**config.mk**
```make
export PLATFORM = sky130hd
export DESIGN_NAME = scp_startup
export DESIGN_NICKNAME = d
export VERILOG_FILES = /design/src/inc/scp_pkg.sv /design/src/rtl/scp_strap_decode.sv /design/src/rtl/scp_startup.sv
export SDC_FILE = /design/constraint.sdc
export NUM_CORES = 1
export LEC_CHECK = 0
export ABC_AREA = 1
export BUFFER_PORTS_ARGS = -buffer_cell sky130_fd_sc_hd__buf_4
export CAP_MARGIN = 0
export CORE_MARGIN = 1.5
export CORE_UTILIZATION = 55
export DETAILED_ROUTE_END_ITERATION = 10
export PLACE_DENSITY = 0.82
export SLEW_MARGIN = 20
export SYNTH_ARGS = -nofsm -noshare
export SYNTH_HDL_FRONTEND = slang
export SYNTH_SLANG_ARGS = --single-unit
```
**constraint.sdc**
```tcl
create_clock -name clk_sys -period 4.1 [get_ports clk_sys]
set_input_delay 0.205 -clock clk_sys [delete_from_list [all_inputs] [get_ports clk_sys]]
set_output_delay 0.205 -clock clk_sys [all_outputs]
set_load 0.005 [all_outputs]
```
**src/inc/scp_pkg.sv**
```systemverilog
// package of constants and types for the start-up configuration loader
package scp_pkg;

  // three-level strap pin encoding
  localparam logic [1:0] SCP_LVL_LOW   = 2'h0;
  localparam logic [1:0] SCP_LVL_HIGH  = 2'h1;
  localparam logic [1:0] SCP_LVL_FLOAT = 2'h2;

  // strap widths and counts
  localparam int SCP_STRAP_W  = 3;
  localparam int SCP_NGROUP   = 4;
  localparam int SCP_SYNC_LEN = 2;

  // i2c address base: port-select code k maps to base + k - 1
  localparam logic [6:0] SCP_I2C_BASE = 7'h39;
  localparam logic [6:0] SCP_I2C_LAST = 7'h3f;

  // spi port configuration register address, inside the port logic
  localparam logic [14:0] SCP_SPI_CFG_ADDR = 15'h0000;
  localparam logic [7:0]  SCP_SPI_CFG_RST  = 8'h00;

  // reserved strap combination
  localparam logic [2:0] SCP_RSVD_CODE = 3'h7;

  // timing: settle and calibration times
  localparam int SCP_CLK_MHZ       = 100;
  localparam int SCP_SETTLE_US     = 10;
  localparam int SCP_SETTLE_CYC    = SCP_SETTLE_US * SCP_CLK_MHZ;
  localparam int SCP_CAL_US        = 20;
  localparam int SCP_CAL_CYC       = SCP_CAL_US * SCP_CLK_MHZ;

  // drive formats
  typedef enum logic [2:0] {
    SCP_FMT_OFF  = 3'h0,
    SCP_FMT_HSTL = 3'h1,
    SCP_FMT_LVDS = 3'h2,
    SCP_FMT_HCSL = 3'h3,
    SCP_FMT_CMOS = 3'h4
  } scp_fmt_t;

  // serial protocol
  typedef enum logic [1:0] {
    SCP_PORT_NONE = 2'h0,
    SCP_PORT_SPI  = 2'h1,
    SCP_PORT_I2C  = 2'h2
  } scp_port_t;

  // start-up sequence, gray along the normal path
  typedef enum logic [2:0] {
    SCP_ST_SUPPLY = 3'b000,
    SCP_ST_LDO    = 3'b001,
    SCP_ST_SCAN   = 3'b011,
    SCP_ST_CAL    = 3'b010,
    SCP_ST_LOCK   = 3'b110,
    SCP_ST_RUN    = 3'b111
  } scp_state_t;

endpackage

```
**src/rtl/scp_strap_decode.sv**
```systemverilog
// combinational decode of sampled straps into port choice and output setup
module scp_strap_decode
  import scp_pkg::*;
(
  // straps
  input  wire logic [1:0]             port_select_strap_a,
  input  wire logic [1:0]             port_select_strap_b,
  input  wire logic [SCP_STRAP_W-1:0] first_preset_strap,
  input  wire logic [SCP_STRAP_W-1:0] third_preset_strap,
  input  wire logic [SCP_STRAP_W-1:0] fourth_preset_strap,
  // decoded
  output scp_port_t                   port_sel,
  output logic [6:0]                  i2c_addr,
  output logic                        spi_strap_load,
  output logic                        doubler_en,
  output logic                        cfg_valid,
  output logic                        ref_19_30,
  output logic [SCP_NGROUP-1:0]       grp_en,
  output logic                        grp_src_int
);

  // selects map to a 0..8 code, a weighted by three
  function automatic logic [3:0] lvl_code(input logic [1:0] b, input logic [1:0] a);
    logic [3:0] cb;
    logic [3:0] ca;
    cb = (b == SCP_LVL_FLOAT) ? 4'h0 : (b == SCP_LVL_LOW) ? 4'h1 : 4'h2;
    ca = (a == SCP_LVL_FLOAT) ? 4'h0 : (a == SCP_LVL_LOW) ? 4'h3 : 4'h6;
    return cb + ca;
  endfunction

  logic [3:0] ps_code;
  logic [5:0] combo;

  assign ps_code = lvl_code(port_select_strap_b, port_select_strap_a);
  assign combo   = {third_preset_strap, fourth_preset_strap};

  always_comb begin
    port_sel       = SCP_PORT_I2C;
    i2c_addr       = 7'h00;
    spi_strap_load = 1'b0;
    if (ps_code == 4'h0) begin
      port_sel       = SCP_PORT_SPI;
      spi_strap_load = 1'b1;
    end else if (ps_code == 4'h8) begin
      port_sel = SCP_PORT_SPI;
    end else begin
      i2c_addr = SCP_I2C_BASE + 7'(ps_code - 4'h1);
    end
  end

  // 0x30..0x36 need doubler; 0x37..0x3e are the 19.44/30.72 codes
  always_comb begin
    doubler_en = (combo >= 6'h30) && (combo <= 6'h36);
    ref_19_30  = (combo >= 6'h37) && (combo <= 6'h3e);
    cfg_valid  = 1'b1;
    if (combo == {SCP_RSVD_CODE, SCP_RSVD_CODE}) begin
      cfg_valid = 1'b0;
    end else if (doubler_en && (first_preset_strap == 3'h2 || first_preset_strap == 3'h3)) begin
      cfg_valid = 1'b0;
    end else if (ref_19_30 && first_preset_strap < 3'h4) begin
      cfg_valid = 1'b0;
    end
  end

  // table condensed to group enables and source loop
  always_comb begin
    grp_en      = (combo == 6'h00) ? '0 : '1;
    grp_src_int = 1'b1;
    if (combo == 6'h01 || combo == 6'h02 || combo == 6'h0a || combo == 6'h0b
        || combo == 6'h0f || combo == 6'h10 || (combo >= 6'h13 && combo <= 6'h1b)
        || combo == 6'h1e || combo == 6'h1f || combo == 6'h20 || combo == 6'h21
        || combo == 6'h26 || combo == 6'h3b || combo == 6'h3c) begin
      grp_src_int = 1'b0;
    end
  end

endmodule

```
**src/rtl/scp_startup.sv**
```systemverilog
// power-on sequencer, strap loader, lock outputs and serial port selection
module scp_startup
  import scp_pkg::*;
#(
  parameter int SETTLE_CYC = SCP_SETTLE_CYC,
  parameter int CAL_CYC    = SCP_CAL_CYC
)(
  // clock and reset
  input  wire logic                   clk_sys,
  input  wire logic                   rst,
  // supply and regulator monitors
  input  wire logic                   supply_ok,
  input  wire logic                   ldo_ok,
  output logic                        ldo_en_q,
  // straps (pins; port selects three-level encoded, presets binary)
  input  wire logic [1:0]             port_select_strap_a,
  input  wire logic [1:0]             port_select_strap_b,
  input  wire logic [SCP_STRAP_W-1:0] first_preset_strap,
  input  wire logic [SCP_STRAP_W-1:0] third_preset_strap,
  input  wire logic [SCP_STRAP_W-1:0] fourth_preset_strap,
  // references and analog lock detectors
  input  wire logic                   ref_frac_ok,
  input  wire logic                   ref_int_ok,
  input  wire logic                   frac_lock_raw,
  input  wire logic                   int_lock_raw,
  // loop control
  output logic                        frac_cal_start_q,
  output logic                        int_lock_en_q,
  output logic                        doubler_en_q,
  output logic                        frac_pll_lock_out,
  output logic                        int_pll_lock_out,
  output logic                        frac_prescale_en_q,
  output logic                        int_prescale_en_q,
  output logic [SCP_NGROUP-1:0]       grp_toggle_en_q,
  // configuration status
  output logic                        cfg_done_q,
  output logic                        cfg_err_q,
  // serial port selection
  output logic                        spi_active_q,
  output logic                        i2c_active_q,
  output logic [6:0]                  i2c_addr_q,
  output logic                        spi_strap_load_q,
  output logic                        sdio_3wire_q,
  output logic [7:0]                  spi_cfg_q,
  output logic                        regmap_access_en_q,
  // spi port config write (from the shifter)
  input  wire logic                   spi_cfg_wr,
  input  wire logic [14:0]            spi_cfg_addr,
  input  wire logic [7:0]             spi_cfg_wdata
);

  if (SETTLE_CYC < 1 || CAL_CYC < 1) begin : g_bad_cnt
    $error("counts must be at least one");
  end

  localparam int CW = $clog2(SETTLE_CYC > CAL_CYC ? SETTLE_CYC + 1 : CAL_CYC + 1);
  localparam int NIN = 15;

  // two-flop synchronisers for every pin input
  logic [NIN-1:0] pin_raw;
  logic [NIN-1:0] s1_q;
  logic [NIN-1:0] s2_q;
  assign pin_raw = {supply_ok, ldo_ok, ref_frac_ok, ref_int_ok, frac_lock_raw, int_lock_raw,
                    first_preset_strap, third_preset_strap, fourth_preset_strap};

  always_ff @(posedge clk_sys or posedge rst) begin
    if (rst) begin
      s1_q <= '0;
      s2_q <= '0;
    end else begin
      s1_q <= pin_raw;
      s2_q <= s1_q;
    end
  end

  // port selects are three-level: separate synchroniser, float as reset value
  logic [3:0] ps1_q;
  logic [3:0] ps2_q;
  always_ff @(posedge clk_sys or posedge rst) begin
    if (rst) begin
      ps1_q <= {SCP_LVL_FLOAT, SCP_LVL_FLOAT};
      ps2_q <= {SCP_LVL_FLOAT, SCP_LVL_FLOAT};
    end else begin
      ps1_q <= {port_select_strap_b, port_select_strap_a};
      ps2_q <= ps1_q;
    end
  end

  logic                   sup_s;
  logic                   ldo_s;
  logic                   rfr_s;
  logic                   rin_s;
  logic                   lkf_s;
  logic                   lki_s;
  logic [SCP_STRAP_W-1:0] p0_s;
  logic [SCP_STRAP_W-1:0] p2_s;
  logic [SCP_STRAP_W-1:0] p3_s;
  assign {sup_s, ldo_s, rfr_s, rin_s, lkf_s, lki_s, p0_s, p2_s, p3_s} = s2_q;

  // decode of synchronised straps
  scp_port_t              dec_port;
  logic [6:0]             dec_addr;
  logic                   dec_load;
  logic                   dec_dbl;
  logic                   dec_valid;
  logic [SCP_NGROUP-1:0]  dec_grp;

  scp_strap_decode u_dec (
    .port_select_strap_a (ps2_q[1:0]),
    .port_select_strap_b (ps2_q[3:2]),
    .first_preset_strap  (p0_s),
    .third_preset_strap  (p2_s),
    .fourth_preset_strap (p3_s),
    .port_sel            (dec_port),
    .i2c_addr            (dec_addr),
    .spi_strap_load      (dec_load),
    .doubler_en          (dec_dbl),
    .cfg_valid           (dec_valid),
    .ref_19_30           (),
    .grp_en              (dec_grp),
    .grp_src_int         ()
  );

  // sequencer state
  scp_state_t            st_q;
  scp_state_t            st_d;
  logic [CW-1:0]         cnt_q;
  logic [CW-1:0]         cnt_d;
  logic                  ldo_en_d;
  logic                  cal_d;
  logic                  ilk_d;
  logic                  cfg_done_d;
  logic                  cfg_err_d;
  logic                  dbl_d;
  logic [SCP_NGROUP-1:0] grp_cfg_q;
  logic [SCP_NGROUP-1:0] grp_cfg_d;
  logic                  cal_done_q;
  logic                  cal_done_d;

  always_comb begin
    st_d       = st_q;
    cnt_d      = cnt_q;
    ldo_en_d   = ldo_en_q;
    cal_d      = 1'b0;
    ilk_d      = int_lock_en_q;
    cfg_done_d = cfg_done_q;
    cfg_err_d  = cfg_err_q;
    dbl_d      = doubler_en_q;
    grp_cfg_d  = grp_cfg_q;
    cal_done_d = cal_done_q;
    case (st_q)
      SCP_ST_SUPPLY: begin
        if (sup_s) begin
          st_d     = SCP_ST_LDO;
          ldo_en_d = 1'b1;
        end
      end
      SCP_ST_LDO: begin
        // regulator must read good for a settle time before the scan
        if (!ldo_s) begin
          cnt_d = '0;
        end else if (cnt_q == CW'(SETTLE_CYC - 1)) begin
          st_d  = SCP_ST_SCAN;
          cnt_d = '0;
        end else begin
          cnt_d = cnt_q + 1'b1;
        end
      end
      SCP_ST_SCAN: begin
        cfg_done_d = 1'b1;
        cfg_err_d  = !dec_valid;
        dbl_d      = dec_dbl;
        grp_cfg_d  = dec_valid ? dec_grp : '0;
        ilk_d      = 1'b1;
        st_d       = SCP_ST_CAL;
      end
      SCP_ST_CAL: begin
        // calibration only runs while the reference is present
        if (rfr_s) begin
          cal_d = (cnt_q == '0);
          if (cnt_q == CW'(CAL_CYC - 1)) begin
            st_d       = SCP_ST_LOCK;
            cal_done_d = 1'b1;
            cnt_d      = '0;
          end else begin
            cnt_d = cnt_q + 1'b1;
          end
        end else begin
          cnt_d = '0;
        end
      end
      SCP_ST_LOCK: begin
        st_d = SCP_ST_RUN;
      end
      SCP_ST_RUN: begin
        st_d = SCP_ST_RUN;
      end
      default: begin
        st_d = SCP_ST_SUPPLY;
      end
    endcase
  end

  always_ff @(posedge clk_sys or posedge rst) begin
    if (rst) begin
      st_q             <= SCP_ST_SUPPLY;
      cnt_q            <= '0;
      ldo_en_q         <= 1'b0;
      frac_cal_start_q <= 1'b0;
      int_lock_en_q    <= 1'b0;
      cfg_done_q       <= 1'b0;
      cfg_err_q        <= 1'b0;
      doubler_en_q     <= 1'b0;
      grp_cfg_q        <= '0;
      cal_done_q       <= 1'b0;
    end else begin
      st_q             <= st_d;
      cnt_q            <= cnt_d;
      ldo_en_q         <= ldo_en_d;
      frac_cal_start_q <= cal_d;
      int_lock_en_q    <= ilk_d;
      cfg_done_q       <= cfg_done_d;
      cfg_err_q        <= cfg_err_d;
      doubler_en_q     <= dbl_d;
      grp_cfg_q        <= grp_cfg_d;
      cal_done_q       <= cal_done_d;
    end
  end

  // lock outputs and prescaler enables
  logic                  flk_d;
  logic                  ilk_out_d;
  logic [SCP_NGROUP-1:0] tog_d;

  always_comb begin
    // fractional lock is honoured only after calibration with a reference
    flk_d     = cal_done_q && rfr_s && lkf_s;
    ilk_out_d = int_lock_en_q && rin_s && lki_s;
    // groups 0..2 follow the fractional loop, group 3 either loop; gate by straps
    tog_d     = grp_cfg_q & {(frac_pll_lock_out | int_pll_lock_out),
                             {(SCP_NGROUP-1){frac_pll_lock_out}}};
  end

  always_ff @(posedge clk_sys or posedge rst) begin
    if (rst) begin
      frac_pll_lock_out  <= 1'b0;
      int_pll_lock_out   <= 1'b0;
      frac_prescale_en_q <= 1'b0;
      int_prescale_en_q  <= 1'b0;
      grp_toggle_en_q    <= '0;
    end else begin
      frac_pll_lock_out  <= flk_d;
      int_pll_lock_out   <= ilk_out_d;
      frac_prescale_en_q <= frac_pll_lock_out;
      int_prescale_en_q  <= int_pll_lock_out;
      grp_toggle_en_q    <= tog_d;
    end
  end

  // serial port choice: latched once in the scan state, held until reset
  logic       spi_d;
  logic       i2c_d;
  logic [6:0] addr_d;
  logic       load_d;
  logic [7:0] spi_cfg_d;

  always_comb begin
    spi_d     = spi_active_q;
    i2c_d     = i2c_active_q;
    addr_d    = i2c_addr_q;
    load_d    = spi_strap_load_q;
    spi_cfg_d = spi_cfg_q;
    if (st_q == SCP_ST_SCAN && !spi_active_q && !i2c_active_q) begin
      spi_d  = (dec_port == SCP_PORT_SPI);
      i2c_d  = (dec_port == SCP_PORT_I2C);
      addr_d = dec_addr;
      load_d = dec_load;
    end
    // port config sits in the port logic, never forwarded to the map
    if (spi_active_q && spi_cfg_wr && spi_cfg_addr == SCP_SPI_CFG_ADDR) begin
      spi_cfg_d = spi_cfg_wdata;
    end
  end

  always_ff @(posedge clk_sys or posedge rst) begin
    if (rst) begin
      spi_active_q       <= 1'b0;
      i2c_active_q       <= 1'b0;
      i2c_addr_q         <= 7'h00;
      spi_strap_load_q   <= 1'b0;
      sdio_3wire_q       <= 1'b0;
      spi_cfg_q          <= SCP_SPI_CFG_RST;
      regmap_access_en_q <= 1'b0;
    end else begin
      spi_active_q       <= spi_d;
      i2c_active_q       <= i2c_d;
      i2c_addr_q         <= addr_d;
      spi_strap_load_q   <= load_d;
      sdio_3wire_q       <= spi_d;
      spi_cfg_q          <= spi_cfg_d;
      regmap_access_en_q <= spi_d | i2c_d;
    end
  end

endmodule

```
==> results.md <==
Yosys:
- The flip-flop and latch count after synthesis is 81.
- Averaged over all synthesized cells, the footprint is 10.2 um^2.
- The total standard cell area after synthesis is 0.00323 mm^2.
- The part of the Yosys area used for sequential elements is 63.0%.
- The number of nets in the synthesized netlist is 366.
- The instance count of the mapped netlist is about 320.
- Yosys mapped the design onto 35 distinct sky130hd cell types.
- During synthesis, Yosys emitted a total of 0 warnings.

Placement:
- Input and output buffers added on the ports amount to 77.
- The routability congestion estimate is 0.890.
- The placed instance area is 0.00384 mm^2.
- After legalization and detailed placement, the total HPWL measured 4380 um.

Clock tree:
- The clock-pin transition on the worst setup and hold timing paths is 0.09 ns.
- The buffer depth of the longest clock path is 2.
- Buffers inserted during clock tree synthesis total 9.
- TritonCTS built the clock tree.
- At the later pin of the worst-skew pair, clock insertion delay measures ~0.36 ns.
- The number of H-tree levels is 3.
- The cell chosen for the clock root is clkbuf_8.
- Counting every sink on the clock net gives 81.

Cells and area:
- The final net count is 466.
- The flip-flop and latch area is around 0.002 mm^2.
- In the layout the commonest cells are buf_4 (78), dfrtp_1 (77), nand2_1 (72), inv_1 (40), nand3_1 (25).
- The total non-filler cell area in the finished layout is 0.00428 mm^2.
- The fill cell total of the finished layout is 359.
- The area growth from synthesis to layout is 32.7%.
- The library cell used most frequently in the layout, excluding fill and tap cells, is buf_4.
- 0 antenna diodes ended up in the layout.
- Of the cells placed in the final design, the portion with a size suffix greater than 1 is between 20% and 30%.
- The multi-input logic area is 960 um^2.

Power and ir drop:
- Of the total power, the share spent switching nets is 27.3%.
- The power share of the clock group is 34.8%.
- In this run the power spent charging and discharging nets is ~0.57 mW.
- For this design the ratio of total power to cell area is between 400 and 500 mW/mm^2.
- The worst IR drop on VDD is 0.541 mV.
- The share of total power dissipated in combinational logic is 18.1%.
- The analysis attributes to cell leakage a power of 2.23 nW.
- In this run, flip-flops and latches consume 47.2% of the power.
- The internal power is 1.50 mW.

Die:
- From left edge to right edge, the die measures a little under 80 um.
- The area of the core region is 0.00557 mm^2.
- For this configuration, the core starts out at a cell density of 57.9%.
- The die covers around 0.0063 mm^2.
- 79 I/O pins were placed.
- The floorplan has 27 rows.
- The die span in y is 79.6 um.

GRT:
- The maximum number of pins on one net before global-route repair is 49.
- The leftover overflow at the end of global routing is 0.
- Across every metal layer, demand over resource in global routing totals between 20% and 30%.
- The first global-routing pass estimated 10,600 um of wire.
- The number of global-route vias before repair came to ~2.4k.
- The initial antenna violation count is 0.

Setup path:
- The worst endpoint data arrival time is about 2.2 ns.
- STA classifies the critical path endpoint as a register.
- For flop-to-flop paths, the worst setup slack is 2.17 ns.
- The worst register-to-register path begins at ps2_q[1].
- The start-to-end type of the worst setup path is register to register.
- The type of element launching the critical path is a register.
- The timing startpoint of the critical path is ps2_q[1].
- Along the worst path, the maximum fanout reaches 3.
- STA puts the critical path data required time at between 4 and 5 ns.

Timing:
- The worst hold-check slack is 0.0971 ns.
- The total count of max-transition violations in the final report is 0.
- The final worst-path cycle share is 47.2%.
- The maximum clock skew at final layout is 0.00798 ns.
- Based on the critical path, the design can be clocked at up to 0.517 GHz.
- Summed over all failing endpoints, the final setup total negative slack is 0 ns.
- The headroom to the max-slew limit is 47.9%.
- Setup repair after global routing left no endpoint under its margin.
- The number of hold-slack violations in the final timing report came to 0.
- The actual slew at the worst max-slew pin is 0.780 ns.
- The smallest clock period supported by the final layout is computed as 1.93 ns.
- Setup violations remaining at the end of the flow were counted as 0.

Drt:
- Dividing the detail-routed wire length by the instance count gives 13.6 um.
- The detailed router placed between 2k and 2.5k vias in this run.
- The post-route antenna net violation count is 0.
- The DRC marker count from the first detailed-route iteration is between 150 and 200.
- The first TritonRoute pass finished after 5 iterations.
- The DRC violation count after routing is 0.
- The final wirelength is 6690 um.
- The vias per cell is 4.99.

Hold path:
- The class of the tightest hold or removal check is primary input to register.
- The worst hold path begins at spi_cfg_wdata[2].

Status:
- The run finished with clean final reports.

Job:
- The tool flagged a number of max-cap violations equal to 0.
## final timing paths
kind,to,cells after the start
min in group asynchronous,cnt_q[3],3
worst min-delay path,spi_cfg_q[2],3
max in group asynchronous,st_q[0],4
worst max register to register,i2c_addr_q[4],7
worst max-delay path,i2c_addr_q[4],7
worst min register to register,s2_q[1],0
## power groups by stage
stage	sequential [mW]	combinational [mW]	clock, mW
final	0.976	0.374	0.719
after global routing	0.987	0.417	0.769
after CTS	0.974	0.374	0.725
after detailed placement	0.988	0.357	0
after floorplan	0.977	0.193	0
after global placement	0.983	0.346	0
## synth_stat cells
| library cell | n | share of area, % |
|---|---|---|
| o21ai_0 | 7 | 1.1 |
| o21ai_2 | 8 | 2.2 |
| buf_6 | 1 | 0.35 |
| or2_2 | 1 | 0.19 |
| nor3_1 | 2 | 0.31 |
| nor4_1 | 2 | 0.39 |
| xnor2_1 | 1 | 0.27 |
| nand2_1 | 72 | 8.4 |
| nor2_2 | 1 | 0.19 |
| ha_1 | 4 | 1.6 |
| dfstp_2 | 4 | 3.3 |
| o31ai_1 | 1 | 0.23 |
| clkinv_2 | 1 | 0.16 |
| fa_1 | 1 | 0.62 |
| clkbuf_1 | 1 | 0.12 |
| buf_4 | 6 | 1.4 |
| xor2_1 | 2 | 0.54 |
| nand4_1 | 7 | 1.4 |
| nor2_4 | 3 | 1.0 |
| nand3_2 | 2 | 0.62 |
| dfrtp_1 | 77 | 60 |
| nand3b_1 | 4 | 0.93 |
| nand2_4 | 1 | 0.35 |
| nand2_2 | 3 | 0.58 |
| nand3_4 | 1 | 0.54 |
| o21ai_1 | 3 | 0.47 |
| a21oi_1 | 2 | 0.31 |
| o21bai_1 | 1 | 0.23 |
| inv_1 | 41 | 4.8 |
| nand3_1 | 25 | 3.9 |
| inv_2 | 4 | 0.47 |
| and3_1 | 1 | 0.19 |
| o211ai_1 | 1 | 0.23 |
| nor2_1 | 24 | 2.8 |
| a31o_2 | 1 | 0.27 |
## worst max-delay path, cell delays in order, from the launching register on
cell	delay, ns
dfstp_2	0.56
nor2_1	0.05
ha_1	0.23
fa_1	0.43
xnor2_1	0.22
nand3_1	0.14
nand3_1	0.13
nand2_1	0.06
## sequential cells by signal, summed over array words and instances, names as in the netlist, 2 cells and up
register and flops:
st_q 3, grp_toggle_en_q 2, i2c_addr_q 6, cnt_q 11, spi_cfg_q 8, s2_q 14
s1_q 14, ps2_q 4, ps1_q 4
## logic make-up after synthesis
family                     Yosys count  synth area share, %
adders and majority gates            5                 2.17
buffers and inverters               54                 7.25
and+or+nand+nor                    149                 21.8
xor gates and xnor gates             3                0.815
AOI/OAI and AO/OA                   24                 5.00
DFF                                 81                 63.0
## area by class of cell
type                    count  share of cell area, %
multi-input cells         181                   22.4
clock inverters             7                   2.92
repair buffers             97                   18.1
inverters                  46                   4.09
clock buffers               9                   2.89
well taps                  72                   2.10
flip-flops and latches     81                   47.5
## metrics by stage
stage	setup WS, ns	std cells	util, %	total power, mW
after detailed placement	2.21	458	68.9	1.35
after global placement	2.30	458	68.9	1.33
final	2.17	493	76.8	2.07
after floorplan	1.82	316	-	1.17
after CTS	2.19	493	76.8	2.07
after global routing	2.04	493	76.8	2.17
## routing by layer
| metal | up-vias | wire, um | global-route usage, % |
|---|---|---|---|
| met5 | - | 0 | 0 |
| met4 | 0 | 196 | 12.3 |
| met3 | 15 | 335 | 5.71 |
| met2 | 73 | 3620 | 38.7 |
| met1 | 1182 | 2550 | 26.4 |
| li1 | 1191 | - | - |
## repair_timing
action,CTS,global route
buffers inserted,0,0
endpoints found under the hold margin,31,0
resized for setup,0,0
hold buffers,19,0
Note: power is estimated with default switching activity, not from simulation.
